$ cat src/hw/irs_consts.svh
`ifndef IRS_CONSTS_SVH
`define IRS_CONSTS_SVH
`define IRS_LEVELS 8
`define IRS_LVL_W 3
`define IRS_ZERO8 8'h00
`define IRS_RST_LVL 3'h7
`define IRS_CALL_OPCODE 8'hCD
`define IRS_W1_TRIG_LEVEL 3
`define IRS_W1_INTERVAL4 2
`define IRS_W1_ADDR_HI 7
`define IRS_W1_ADDR_LO 5
`define IRS_W1_ADDR_MID 6
`define IRS_W2_TYPE_HI 7
`define IRS_W2_TYPE_LO 3
`define IRS_W4_AUTO_EOS 1
`endif

$ cat src/hw/irs_pkg.sv
`default_nettype none
package irs_pkg;
  typedef enum logic [2:0] {
    IRS_IDLE,
    IRS_P1_LOW,
    IRS_GAP1,
    IRS_P2_LOW,
    IRS_GAP2,
    IRS_P3_LOW
  } irs_state_e;
endpackage
`default_nettype wire

$ cat src/hw/irs_core.sv
`include "irs_consts.svh"
`default_nettype none
// How it works
// - Edge mode: request_in synchronised, rising edge latched into request_latch.
// - Level mode: request_in levels registered straight into request_latch.
// - request_latch frozen from first ack_n fall until the sequence ends.
// - No new interrupt offered until the acknowledge sequence completes.
// - request_latch is eight bits, bit n for request_in line n.
// - service_latch is eight bits; bit enabled by first ack_n pulse.
// - Automatic end-of-service clears in-service bit on final ack_n rise.
// - cpu_request_out raised only for an unmasked request passing priority.
// - Three-byte mode: opcode 11001101 driven while first ack_n low.
// - First ack_n rise sets selected in-service bit, clears its request.
// - Three-byte mode: lower vector byte driven from second ack_n fall.
// - Interval 4: address bits 7..5, level in 4..2, zeros below.
// - Interval 8: address bits 7..6, level in 5..3, zeros below.
// - Vector address bits come from init_word_one bits 7..5 (interval 4) or bits 7..6 (interval 8).
// - Three-byte mode: upper byte is init_word_two, from third ack_n fall.
// - Single-byte mode: nothing driven during first ack_n pulse.
// - Single-byte mode: second pulse drives type bits 7..3, level 2..0.
// - Level 0 is highest priority, level 7 lowest.
// - Automatic end-of-service selected by init_word_four bit 1.
// - Non-specific service_done_cmd clears highest-priority in-service bit.
module irs_core
  import irs_pkg::*;
(
  input wire logic clk,
  input wire logic rst,
  input wire logic [7:0] request_in,
  input wire logic ack_n,
  input wire logic [7:0] init_word_one,
  input wire logic [7:0] init_word_two,
  input wire logic [7:0] init_word_four,
  input wire logic [7:0] mask_bits,
  input wire logic three_byte_mode,
  input wire logic service_done_cmd,
  output logic cpu_request_out,
  output logic [7:0] data_out_bus,
  output logic data_drive_n,
  output logic [7:0] pending_request_bits,
  output logic [7:0] in_service_bits
);

  // ==========================================================
  // Priority helper
  // ==========================================================
  function automatic logic [3:0] first_set(input logic [7:0] v);
    logic [3:0] r;
    r = 4'h0;
    for (int i = `IRS_LEVELS - 1; i >= 0; i--) begin
      if (v[i]) begin
        r = {1'b1, 3'(i)};
      end
    end
    return r;
  endfunction

  // ==========================================================
  // State
  // ==========================================================
  irs_state_e state_q, state_d;
  logic ack_prev_q;
  logic three_q, three_d;
  logic [2:0] sel_q, sel_d;
  logic sel_v_q, sel_v_d;
  logic [7:0] sync1_q, sync2_q, prev_q, hold_q, hold_d;
  logic [7:0] irr_q, irr_d;
  logic [7:0] isr_q, isr_d;
  logic cpu_request_d;
  logic [7:0] data_d;
  logic drive_n_d;

  logic ack_fall, ack_rise, frozen, level_mode, auto_eos, last_rise;
  logic [7:0] edge_hit, cand;
  logic [3:0] cand_top, isr_top;
  logic qualifies;

  // Strobe taken as synchronous, so edges are seen in the first cycle ack_n is sampled at its new level
  assign ack_fall = ack_prev_q & ~ack_n;
  assign ack_rise = ~ack_prev_q & ack_n;
  assign level_mode = init_word_one[`IRS_W1_TRIG_LEVEL];
  assign auto_eos = init_word_four[`IRS_W4_AUTO_EOS];
  assign frozen = (state_q != IRS_IDLE) || ack_fall;
  assign edge_hit = sync2_q & ~prev_q;
  assign cand = irr_q & ~mask_bits;
  assign cand_top = first_set(cand);
  assign isr_top = first_set(isr_q);
  // Equal level loses: a level in service blocks its own repeat
  assign qualifies = cand_top[3] && (!isr_top[3] || cand_top[2:0] < isr_top[2:0]);
  assign last_rise = ack_rise && ((state_q == IRS_P3_LOW) || (state_q == IRS_P2_LOW && !three_q));

  // ==========================================================
  // Acknowledge sequencer
  // ==========================================================
  always_comb begin
    state_d = state_q;
    three_d = three_q;
    sel_d = sel_q;
    sel_v_d = sel_v_q;
    case (state_q)
      IRS_IDLE: begin
        if (ack_fall) begin
          state_d = IRS_P1_LOW;
          three_d = three_byte_mode;
          sel_v_d = qualifies;
          sel_d = qualifies ? cand_top[2:0] : `IRS_RST_LVL;
        end
      end
      IRS_P1_LOW: begin
        if (ack_rise) begin
          state_d = IRS_GAP1;
        end
      end
      IRS_GAP1: begin
        if (ack_fall) begin
          state_d = IRS_P2_LOW;
        end
      end
      IRS_P2_LOW: begin
        if (ack_rise) begin
          state_d = three_q ? IRS_GAP2 : IRS_IDLE;
        end
      end
      IRS_GAP2: begin
        if (ack_fall) begin
          state_d = IRS_P3_LOW;
        end
      end
      IRS_P3_LOW: begin
        if (ack_rise) begin
          state_d = IRS_IDLE;
        end
      end
      default: begin
        state_d = IRS_IDLE;
      end
    endcase
  end

  // ==========================================================
  // Request and in-service latches
  // ==========================================================
  // Edges seen while frozen are parked, not lost, and merge back after the sequence
  assign hold_d = frozen ? (hold_q | (level_mode ? `IRS_ZERO8 : edge_hit)) : `IRS_ZERO8;

  for (genvar n = 0; n < `IRS_LEVELS; n++) begin : g_bit
    always_comb begin
      irr_d[n] = irr_q[n];
      isr_d[n] = isr_q[n];
      if (!frozen) begin
        if (level_mode) begin
          irr_d[n] = request_in[n];
        end else begin
          irr_d[n] = irr_q[n] | edge_hit[n] | hold_q[n];
        end
      end
      if (service_done_cmd && isr_top[3] && isr_top[2:0] == 3'(n)) begin
        isr_d[n] = 1'b0;
      end
      if (last_rise && auto_eos && sel_v_q && sel_q == 3'(n)) begin
        isr_d[n] = 1'b0;
      end
      if (state_q == IRS_P1_LOW && ack_rise && sel_v_q && sel_q == 3'(n)) begin
        isr_d[n] = 1'b1;
        irr_d[n] = 1'b0;
      end
    end
  end

  // ==========================================================
  // Output byte
  // ==========================================================
  always_comb begin
    data_d = `IRS_ZERO8;
    drive_n_d = 1'b1;
    case (state_d)
      IRS_P1_LOW: begin
        if (state_q == IRS_IDLE ? three_byte_mode : three_q) begin
          data_d = `IRS_CALL_OPCODE;
          drive_n_d = 1'b0;
        end
      end
      IRS_P2_LOW: begin
        drive_n_d = 1'b0;
        if (three_q) begin
          if (init_word_one[`IRS_W1_INTERVAL4]) begin
            data_d = {init_word_one[`IRS_W1_ADDR_HI:`IRS_W1_ADDR_LO], sel_q, 2'b00};
          end else begin
            data_d = {init_word_one[`IRS_W1_ADDR_HI:`IRS_W1_ADDR_MID], sel_q, 3'b000};
          end
        end else begin
          data_d = {init_word_two[`IRS_W2_TYPE_HI:`IRS_W2_TYPE_LO], sel_q};
        end
      end
      IRS_P3_LOW: begin
        data_d = init_word_two;
        drive_n_d = 1'b0;
      end
      default: begin
        data_d = `IRS_ZERO8;
        drive_n_d = 1'b1;
      end
    endcase
    cpu_request_d = qualifies && state_q == IRS_IDLE && state_d == IRS_IDLE;
  end

  // ==========================================================
  // Registers
  // ==========================================================
  always_ff @(posedge clk) begin
    if (rst) begin
      state_q <= IRS_IDLE;
      ack_prev_q <= 1'b1;
      three_q <= 1'b0;
      sel_q <= `IRS_RST_LVL;
      sel_v_q <= 1'b0;
      sync1_q <= `IRS_ZERO8;
      sync2_q <= `IRS_ZERO8;
      prev_q <= `IRS_ZERO8;
      hold_q <= `IRS_ZERO8;
      irr_q <= `IRS_ZERO8;
      isr_q <= `IRS_ZERO8;
      cpu_request_out <= 1'b0;
      data_out_bus <= `IRS_ZERO8;
      data_drive_n <= 1'b1;
      pending_request_bits <= `IRS_ZERO8;
      in_service_bits <= `IRS_ZERO8;
    end else begin
      state_q <= state_d;
      ack_prev_q <= ack_n;
      three_q <= three_d;
      sel_q <= sel_d;
      sel_v_q <= sel_v_d;
      sync1_q <= request_in;
      sync2_q <= sync1_q;
      prev_q <= sync2_q;
      hold_q <= hold_d;
      irr_q <= irr_d;
      isr_q <= isr_d;
      cpu_request_out <= cpu_request_d;
      data_out_bus <= data_d;
      data_drive_n <= drive_n_d;
      pending_request_bits <= irr_d;
      in_service_bits <= isr_d;
    end
  end

  logic [2:0] eos_lvl;
  assign eos_lvl = isr_top[2:0];
endmodule
`default_nettype wire

$ cat config.mk
export PLATFORM = sky130hd
export DESIGN_NAME = irs_core
export DESIGN_NICKNAME = d
export VERILOG_FILES = /design/src/hw/irs_pkg.sv /design/src/hw/irs_core.sv
export VERILOG_INCLUDE_DIRS = /design/src /design/src/hw
export SDC_FILE = /design/constraint.sdc
export NUM_CORES = 1
export LEC_CHECK = 0
export BUFFER_PORTS_ARGS = -buffer_cell sky130_fd_sc_hd__buf_2
export CORE_ASPECT_RATIO = 0.9
export CORE_MARGIN = 1.5
export CORE_UTILIZATION = 40
export CTS_CLUSTER_SIZE = 24
export DETAILED_ROUTE_END_ITERATION = 8
export GPL_TIMING_DRIVEN = 1
export HOLD_SLACK_MARGIN = 0.08
export SLEW_MARGIN = 10
export SYNTH_ARGS = -nofsm -noshare
export SYNTH_HDL_FRONTEND = slang
export SYNTH_SLANG_ARGS = --single-unit
$ cat constraint.sdc
create_clock -name clk -period 5.1 [get_ports clk]
set_input_delay 0.765 -clock clk [delete_from_list [all_inputs] [get_ports clk]]
set_output_delay 0.765 -clock clk [all_outputs]
set_load 0.05 [all_outputs]
---- Yosys cells after proc, flatten, opt, wreduce, memory -nomap -nowiden ----
Index checks and enable logic that the tools add are counted.
W data, S select, Z words.
word-level totals
  output and inout port bits .............. 26
  register bits after elaboration ......... 67
  word-level logic and storage cells ...... 205
  bits of input ports ..................... 45
cells by class
  order comparisons ....................... 1
  multiplexer cells ....................... 65
  reductions and logical operators ........ 63
  equal/unequal tests ..................... 22
  bitwise operators ....................... 26
operator list
  kind                  number
  $mux W4               16
  $logic_and A1 B1 Y1   34
  $mux W1               34
  $eq A3 B3 Y1 const B  11
  $reduce_bool A3 Y1    9
  $mux W3               8
  $mux W8               3
  $pmux W8 S3           1
  $eq A3 B2 Y1 const B  7
  $reduce_or A2 Y1      10
  $pmux W3 S6           1
  $and A8 B8 Y8         2
  $not A8 Y8            2
  $or A1 B1 Y1          16
  $eq A3 B1 Y1 const B  4
  $logic_not A3 Y1      4
  $or A8 B8 Y8          1
  $mux W6               1
  $logic_or A1 B1 Y1    3
  $lt A3 B3 Y1          1
  $not A1 Y1            3
  $and A1 B1 Y1         2
  $logic_not A1 Y1      2
  $pmux W1 S2           1
  $reduce_and A2 Y1     1

---- Logic depth before layout (Yosys ltp) ----
Gate-level depths: netlist of the first run.
  depth after elaboration ................. 15
  mapped depth ............................ 9
  depth with buffers taken out ............ 9

---- Worst setup path before layout of the first run ----
OpenSTA, ideal clock, no wires.
  kind .................................... input-to-reg
  start point ............................. input port mask_bits[7]
  end point ............................... register sel_q[1]
  cell stages on the path ................. 9
  path slack .............................. 2.751 ns
  path buffers ............................ 0
  library setup time ...................... 0.122 ns
  data arrival time ....................... 2.227 ns
  required time ........................... 4.978 ns
  cells stage by stage .................... nand2b_1 > nand2_1 > nand3_1 > a31oi_1 > ha_1 > o21ai_0 > a32oi_1 > a21boi_1 > o32a_1
on the way
  longest elaborated chain between the ends .. 14
RTL lines
  what                        RTL line         RTL
  start, declared             irs_core.sv:34   input wire logic [7:0] mask_bits,
  $not A8 Y8 *                irs_core.sv:85   assign cand = irr_q & ~mask_bits;
  $and A8 B8 Y8 *             irs_core.sv:85
  $mux W4 * (8 in a row)      irs_core.sv:51   if (v[i]) begin
  $lt A3 B3 Y1                irs_core.sv:89   assign qualifies = cand_top[3] && (!isr_top[3] || cand_top[2:0] < isr_top[2:0]);
  $logic_or A1 B1 Y1          irs_core.sv:89
  $logic_and A1 B1 Y1         irs_core.sv:89
  $mux W3 (no source line) *  -
  end signal, assigned        irs_core.sv:215  sel_q <= `IRS_RST_LVL;
  end signal, assigned        irs_core.sv:232  sel_q <= sel_d;
  end, declared               irs_core.sv:64   logic [2:0] sel_q, sel_d;
Mark *: on every way between the ends. The rest lies on a longest branch, timed or not.
A chain may end at the register's enable or synchronous reset.

---- Final worst setup path of the first run ----
  start point ............................. input port mask_bits[7]
  end point ............................... register sel_q[2]
Same word-level chain as after synthesis.

==> results by group, run 1 <==
CTS
  • Hold-fix buffers, CTS: 0
  • CTS HTree Levels: 3
  • Number of CTS-inserted buffers: 9
  • Clock latency on the worst-skew pair: 340 ps
  • Max clock buf depth: 2
  • Clock tree from TritonCTS: done
  • Clock transition at the registers of the reported paths: 70 ps
  • Clk sink count: 67
  • CTS root buffer: sky130_fd_sc_hd__clkbuf_8
  • Resized Gates After CTS: 0
  • Post-CTS repair timing setup buffer count: 0

Timing
  • Final Skew: 8.45 ps
  • Max Fclk: 430 MHz
  • Slew Limit Headroom: 0.432
  • Final hold violation count: 0
  • Setup TNS Final: 0 ps
  • Max-slew violations: 0
  • Share of the clock period used by the worst path: 0.456
  • Fin crit period: 2330 ps
  • Slew @ Worst Pin: 852 ps
  • Final setup viols: 0
  • Setup WS post-layout: 2770 ps
  • RSZ-0062 raised after global routing: no

Power and ir drop
  • PD cells: 357 nW/um2
  • Leakage: 1.39 nW
  • Peak supply drop: 0.195 mV
  • Total power after layout: 1.24 mW

Global route
  • Initial antenna violation count: 0
  • Global route overflow: 0
  • Overall routing resource usage: 0.185
  • Maximum number of pins on one net before global-route repair: 46
  • First-pass GRT wire length: 11.1 mm
  • Vias in the first global route: 2276

Place
  • Placed wire-length estimate: 4.69 mm
  • Place WS: 2430 ps
  • Buffers on Ports: 60
  • Final RePlAce weighted congestion: 0.856

Outcome
  • Status: finished, final reports clean

Detailed routing
  • Violation count after the first detailed-routing iteration: 108
  • Routed length on met1: 3.15 mm
  • Detailed route wirelength on metal3: 333 um
  • Top sig layer: met4
  • Final wirelength: 6.56 mm
  • Met2 wirelength from detailed routing: 3.03 mm
  • DRC viols: 0
  • DRT Pass-1 Iters: 4
  • Via/cell ratio: 5.22
  • Vias after detailed routing: 2425
  • Post-DR wirelength/cell: 14.1 um
  • Antenna Violating Nets Remaining: 0

Cells and area
  • # diodes: 0
  • Nets@finish: 415
  • Share of post-route cells with drive strength above 1: 0.245
  • Leading cell types in the layout, fill and taps excluded: 67 x sky130_fd_sc_hd__dfxtp_1, 60 x sky130_fd_sc_hd__buf_2, 43 x sky130_fd_sc_hd__nor2b_1
  • Layout overhead on the synthesized area: 20.7%
  • Commonest non-fill, non-tap cell in the layout: sky130_fd_sc_hd__dfxtp_1

Die
  • Overall die area: 7710 um2
  • Effective utilization at floorplan: 0.411
  • Area of the core: 7000 um2
  • Top-Level Pins: 71
  • Height of the die: 83.5 um
  • Chip Width: 92.4 um
  • Cell Rows: 29

Synthesis
  • Total of flip-flops plus latches after synthesis: 67
  • Distinct cell type count after synthesis: 55
  • Async SR Flop Fraction: 0
  • Predominant post-synthesis flop cell: sky130_fd_sc_hd__dfxtp_1
  • Area leader, netlist: sky130_fd_sc_hd__dfxtp_1
  • Avg Inst Size Synth: 9.25 um2
  • Synthesis Warnings: 0
  • Gate Count Post-Synth: 311
  • Cell area after synthesis: 2880 um2
  • Post-synth EDFFs: 0
  • Synth top area cells: sky130_fd_sc_hd__dfxtp_1 47%, sky130_fd_sc_hd__nor2b_1 9.3%, sky130_fd_sc_hd__nand2b_1 3.7%
  • Area fraction of the dominant cell type after synthesis: 0.466
  • Sequential element share of the synthesized area: 0.466
  • Net count of the mapped netlist: 358

Worst setup path
  • Maximum net fanout on the critical path: 4
  • List of cells traversed by the critical path: buf_2 -> nand2b_1 -> nand2_1 -> nand3_1 -> a31oi_1 -> ha_1 -> o21ai_0 -> a32oi_1 -> a21boi_1 -> o32a_1
  • Arrival time of data at the critical path endpoint: 2550 ps
  • WP data required: 5330 ps
  • Delay of the slowest critical-path stage: 360 ps
  • Endpoint type of the worst setup path: flop
  • Kind of launch point of the worst setup path: primary input
  • Worst Setup Path Type: primary input to flop
  • Crit path max-delay cell type: sky130_fd_sc_hd__o32a_1

Min path
  • Kind of path behind the tightest hold check: flop to flop

Run
  • Max-cap violation count: 0
-- final cells by class --
type / count / area [um2]
clock inverter: 6 / 115
fill: 694 / 3530
tap: 93 / 116
inverter: 9 / 33.8
sequential: 67 / 1340
clock buffer: 9 / 124
multi-input combinational: 221 / 1440
timing repair buffer: 60 / 300
-- worst paths after layout --
| check | startpoint | endpoint | depth (start not counted) | slack [ps] |
|---|---|---|---|---|
| worst max-delay path | mask_bits[7] | sel_q[2] | 10 | 2770 |
| worst min-delay path | sync1_q[4] | sync2_q[4] | 1 | 440 |
| worst max register to register | isr_q[3] | sel_q[2] | 7 | 2780 |
| worst min register to register | sync1_q[4] | sync2_q[4] | 1 | 440 |
-- worst max-delay path, delay by kind of cell --
kind / cells / cell delay (ps)
AO/OA/AOI/OAI: 5 / 1100
adder cells (fa/ha/maj): 1 / 280
buffers and inverters: 1 / 90
AND/OR/NAND/NOR: 3 / 330
-- per-stage QoR --
step	std cells	hold WS, ps	utilization	area (um2)
5_1_grt	465	450	0.496	3470
2_1_floorplan	311	414	-	2880
6_report	465	439	0.496	3470
4_1_cts	465	442	0.496	3470
3_5_place_dp	450	426	0.462	3230
3_3_place_gp	450	416	0.462	3230
-- state kept, by name (all words and copies together), names as in the netlist, 8 cells and up --
signal and flops:
irr_q 8, sync2_q 8, prev_q 8, isr_q 8
hold_q 8, sync1_q 8, data_out_bus 8
-- synthesized netlist by cell type, types with 2 or more instances --
library cell and number:
sky130_fd_sc_hd__nor2_1 22, sky130_fd_sc_hd__nand2_1 15, sky130_fd_sc_hd__nand3_1 7, sky130_fd_sc_hd__buf_4 2, sky130_fd_sc_hd__o21ai_1 3, sky130_fd_sc_hd__nor2b_1 43, sky130_fd_sc_hd__nor3_1 8, sky130_fd_sc_hd__o211ai_1 2
sky130_fd_sc_hd__o2111ai_1 3, sky130_fd_sc_hd__o31a_1 8, sky130_fd_sc_hd__or2_2 4, sky130_fd_sc_hd__a211oi_1 2, sky130_fd_sc_hd__dfxtp_1 67, sky130_fd_sc_hd__clkbuf_1 11, sky130_fd_sc_hd__a22oi_1 8, sky130_fd_sc_hd__o32a_1 2
sky130_fd_sc_hd__nand2b_1 17, sky130_fd_sc_hd__nand4_1 3, sky130_fd_sc_hd__o21a_1 9, sky130_fd_sc_hd__inv_1 9, sky130_fd_sc_hd__o22ai_1 10, sky130_fd_sc_hd__ha_1 2, sky130_fd_sc_hd__o32ai_1 2, sky130_fd_sc_hd__a21oi_1 12
sky130_fd_sc_hd__mux2_2 3, sky130_fd_sc_hd__o21ai_0 2, sky130_fd_sc_hd__nor3b_1 5, sky130_fd_sc_hd__a31oi_1 3
-- metal layers --
metal / GRT usage / vias to the layer above
met5: 0 / -
met4: 0.0503 / 0
met3: 0.0665 / 2
met2: 0.279 / 53
met1: 0.248 / 1138
li1: - / 1232
-- cell families (layout without fill, tap and decap cells) --
| family | after synthesis | in the layout | synth area share |
|---|---|---|---|
| compound gates | 75 | 75 | 0.190 |
| xor+xnor | 1 | 1 | 0.00304 |
| fa+ha+maj | 2 | 2 | 0.00869 |
| buf+inv | 23 | 84 | 0.0330 |
| flops | 67 | 67 | 0.466 |
| mux | 3 | 3 | 0.0117 |
| simple gates | 140 | 140 | 0.287 |
-- where the power goes --
| group | switching [mW] | leakage (nW) | internal, mW |
|---|---|---|---|
| logic | 0.0942 | 0.730 | 0.0563 |
| clock network | 0.204 | 0.115 | 0.323 |
| registers | 0.0167 | 0.548 | 0.545 |
| total | 0.314 | 1.39 | 0.925 |
(Power assumes the default switching activity.)
==> inputs of run 2 (changes only) <==
ABC_AREA = 1   (was unset)
clock period = 2.01 ns   (was 5.1 ns; I/O delays follow)
==> results by group, run 2 <==
Detailed routing
  • Vias after detailed routing: 2864 (was 2425)
  • Via/cell ratio: 4.83 (was 5.22)
  • DRC viols: 0 (unchanged)
  • Post-DR wirelength/cell: 12.4 um (was 14.1 um)
  • Violation count after the first detailed-routing iteration: 119 (was 108)
  • DRT Pass-1 Iters: 4 (unchanged)
  • Antenna Violating Nets Remaining: 0 (unchanged)
  • Final wirelength: 7.33 mm (was 6.56 mm)

CTS
  • Number of CTS-inserted buffers: 9 (unchanged)
  • Clock tree from TritonCTS: done (unchanged)
  • CTS HTree Levels: 3 (unchanged)
  • Clock transition at the registers of the reported paths: 70 ps (about the same)
  • Max clock buf depth: 2 (unchanged)
  • Clk sink count: 67 (unchanged)
  • Clock latency on the worst-skew pair: 340 ps (about the same)
  • CTS root buffer: sky130_fd_sc_hd__clkbuf_8 (unchanged)

Synthesis
  • Net count of the mapped netlist: 468 (was 358)
  • Synth top area cells: sky130_fd_sc_hd__dfxtp_1 42%, sky130_fd_sc_hd__nand2_1 8.7%, sky130_fd_sc_hd__nor2_1 8.6% (was sky130_fd_sc_hd__dfxtp_1 47%, sky130_fd_sc_hd__nor2b_1 9.3%, sky130_fd_sc_hd__nand2b_1 3.7%)
  • Area leader, netlist: sky130_fd_sc_hd__dfxtp_1 (unchanged)
  • Predominant post-synthesis flop cell: sky130_fd_sc_hd__dfxtp_1 (unchanged)
  • Total of flip-flops plus latches after synthesis: 67 (unchanged)
  • Async SR Flop Fraction: 0 (unchanged)
  • Sequential element share of the synthesized area: 0.425 (was 0.466)
  • Avg Inst Size Synth: 7.50 um2 (was 9.25 um2)
  • Area fraction of the dominant cell type after synthesis: 0.425 (was 0.466)
  • Distinct cell type count after synthesis: 37 (was 55)
  • Cell area after synthesis: 3160 um2 (was 2880 um2)
  • Most frequently used cell type in the post-synthesis netlist: sky130_fd_sc_hd__nand2_1 (was sky130_fd_sc_hd__dfxtp_1)
  • Gate Count Post-Synth: 421 (was 311)
  • Synthesis Warnings: 0 (unchanged)
  • Post-synth EDFFs: 0 (unchanged)
  • Most common library cells after synthesis: 73 x sky130_fd_sc_hd__nand2_1, 72 x sky130_fd_sc_hd__nor2_1, 69 x sky130_fd_sc_hd__inv_1, 67 x sky130_fd_sc_hd__dfxtp_1, 24 x sky130_fd_sc_hd__a21oi_1 (was 67 x sky130_fd_sc_hd__dfxtp_1, 43 x sky130_fd_sc_hd__nor2b_1, 22 x sky130_fd_sc_hd__nor2_1, 17 x sky130_fd_sc_hd__nand2b_1, 15 x sky130_fd_sc_hd__nand2_1)

Cells and area
  • Final std cell area, no fill: 3870 um2 (was 3470 um2)
  • Share of post-route cells with drive strength above 1: 0.290 (was 0.245)
  • Leading cell types in the layout, fill and taps excluded: 72 x sky130_fd_sc_hd__nand2_1, 71 x sky130_fd_sc_hd__nor2_1, 69 x sky130_fd_sc_hd__inv_1 (was 67 x sky130_fd_sc_hd__dfxtp_1, 60 x sky130_fd_sc_hd__buf_2, 43 x sky130_fd_sc_hd__nor2b_1)
  • # diodes: 0 (unchanged)
  • Final standard cell count with taps included and fillers excluded: 593 (was 465)
  • Layout overhead on the synthesized area: 22.4% (was 20.7%)
  • Nets@finish: 539 (was 415)
  • Commonest non-fill, non-tap cell in the layout: sky130_fd_sc_hd__nand2_1 (was sky130_fd_sc_hd__dfxtp_1)

Timing
  • RSZ-0062 raised after global routing: no (unchanged)
  • Slew Limit Headroom: 0.659 (was 0.432)
  • Max Fclk: 548 MHz
  • Final hold violation count: 0 (unchanged)
  • Fin crit period: 1820 ps
  • Max-slew violations: 0 (unchanged)
  • Setup TNS Final: 0 ps (unchanged)
  • Share of the clock period used by the worst path: 0.907
  • Final Skew: 5.81 ps (was 8.45 ps)
  • Setup WS post-layout: 187 ps (was 2770 ps)
  • Final setup viols: 0 (unchanged)
  • Slew @ Worst Pin: 508 ps (was 852 ps)

Die
  • Chip Width: 96.7 um (was 92.4 um)
  • Area of the core: 7580 um2 (was 7000 um2)
  • Effective utilization at floorplan: 0.417 (was 0.411)
  • Height of the die: 87.3 um (was 83.5 um)
  • Top-Level Pins: 71 (unchanged)
  • Cell Rows: 30 (was 29)
  • Overall die area: 8440 um2 (was 7710 um2)

Power and ir drop
  • Peak supply drop: 0.341 mV (was 0.195 mV)
  • Clock Power Share: 0.357 (was 0.425)
  • Switching part of the total power: 0.312 (was 0.254)
  • Comb pwr share: 0.190 (was 0.121)
  • Total power after layout: 3.20 mW (was 1.24 mW)
  • Leakage: 1.80 nW (was 1.39 nW)
  • Design internal power: 2.20 mW (was 0.925 mW)
  • Fraction of power consumed by sequential logic: 0.453 (about the same)
  • PD cells: 827 nW/um2 (was 357 nW/um2)
  • Switch Pwr: 0.997 mW (was 0.314 mW)

Place
  • Area after detailed placement: 3610 um2 (was 3230 um2)
  • Inst Count DP: 576 (was 450)
  • Place WS: 53.8 ps (was 2430 ps)
  • Final RePlAce weighted congestion: 0.867 (was 0.856)
  • Buffers on Ports: 60 (unchanged)
  • Placed wire-length estimate: 5.53 mm (was 4.69 mm)

Worst setup path
  • Crit path max-delay cell type: sky130_fd_sc_hd__dfxtp_1 (was sky130_fd_sc_hd__o32a_1)
  • WP data required: 2230 ps (was 5330 ps)
  • Maximum net fanout on the critical path: 5 (was 4)
  • Setup crit start: isr_q[5] (was mask_bits[7])
  • R2r setup slk: 190 ps (was 2780 ps)
  • Delay of the slowest critical-path stage: 380 ps (was 360 ps)
  • Path depth of the worst reg2reg path: 13 (was 7)
  • Worst Setup Path Type: flop to flop (was primary input to flop)
  • List of cells traversed by the critical path: nor3_2 -> nor3_1 -> nor3_2 -> inv_1 -> ha_1 -> nand2_1 -> inv_1 -> nand2_1 -> nand2_1 -> nand2_2 -> nand3_1 -> nand2_1 -> nand3_1 (was buf_2 -> nand2b_1 -> nand2_1 -> nand3_1 -> a31oi_1 -> ha_1 -> o21ai_0 -> a32oi_1 -> a21boi_1 -> o32a_1)
  • Cell type with the highest occurrence count on the critical path: sky130_fd_sc_hd__nand2_1
  • Endpoint of the worst register-to-register path: sel_q[2] (unchanged)
  • Number of buffer and inverter instances along the worst setup path: 2 (was 1)
  • Top Family by Delay on Critical Path: simple AND/OR/NAND/NOR gates (was compound AO/OA/AOI/OAI gates)
  • Kind of launch point of the worst setup path: flop (was primary input)
  • Startpoint of the lowest-slack register-to-register path: isr_q[5] (was isr_q[3])
  • Arrival time of data at the critical path endpoint: 2050 ps (was 2550 ps)
  • Endpoint type of the worst setup path: flop (unchanged)

Min path
  • Count of cells along the worst hold path: 3 (was 1)
  • Kind of path behind the tightest hold check: primary input to flop (was flop to flop)
  • Worst hold path startpoint: request_in[3] (was sync1_q[4])
  • Worst min-delay path endpoint: sync1_q[3] (was sync2_q[4])

Global route
  • Vias in the first global route: 2648 (was 2276)
  • Overall routing resource usage: 0.181 (was 0.185)
  • Maximum number of pins on one net before global-route repair: 26 (was 46)
  • Global route overflow: 0 (unchanged)
  • Initial antenna violation count: 0 (unchanged)
  • First-pass GRT wire length: 12.2 mm (was 11.1 mm)

Outcome
  • Status: finished, final reports clean (unchanged)

Run
  • Max-cap violation count: 0 (unchanged)
## run 2: what timing repair did
item / in CTS / in global routing
setup buffers: 0 / 1
gates resized for setup: 0 / 9
setup endpoints to repair: 0 / 5
hold buffers: 0 / 0
## run 2: cells by family after synthesis
kind of cell    synth area share
simple gates               0.318
buf+inv                    0.116
flops                      0.425
compound gates             0.133
fa+ha+maj                0.00792
## run 2: metal layers
metal  track usage  vias to the layer above  routed length [um]
met5             0                        -                   0
met4        0.0553                        0                  44
met3        0.0586                        5                 447
met2         0.292                       73                3290
met1         0.233                     1291                3550
li1              -                     1495                   -
## run 2: metrics by stage
step / utilization / hold slack, ps
after floorplan: - / 388
after global placement: 0.476 / 390
after detailed placement: 0.476 / 394
after CTS: 0.503 / 167
after global routing: 0.510 / 179
final: 0.510 / 180
## run 2: final cells by class
type	instances	area, um2
fillers	771	3710
flip-flops and latches	67	1350
clock inverters	6	63.8
well taps	96	120
repair buffers	71	395
clock buffers	10	138
multi-input cells	262	1500
inverters	81	307
## run 2: worst max path at each step
stage	to	depth (start not counted)	slack [ps]
after floorplan	sel_q[0]	13	6
final	sel_q[2]	13	190
after global routing	sel_q[2]	13	5
after global placement	sel_q[1]	13	110
after CTS	sel_q[2]	11	50
after detailed placement	sel_q[2]	13	50
## run 2: tightest hold or removal path: stages
cell and delay [ps]:
sky130_fd_sc_hd__buf_2 70, sky130_fd_sc_hd__inv_1 50, sky130_fd_sc_hd__nor2_1 70
## run 2: power by group through the flow
stage	clock, mW	sequential [mW]	combinational [mW]
detailed placement	0	1.48	0.596
global placement	0	1.48	0.589
floorplan	0	1.58	0.347
finish	1.14	1.45	0.609
global route	1.23	1.46	0.676
CTS	1.18	1.45	0.598
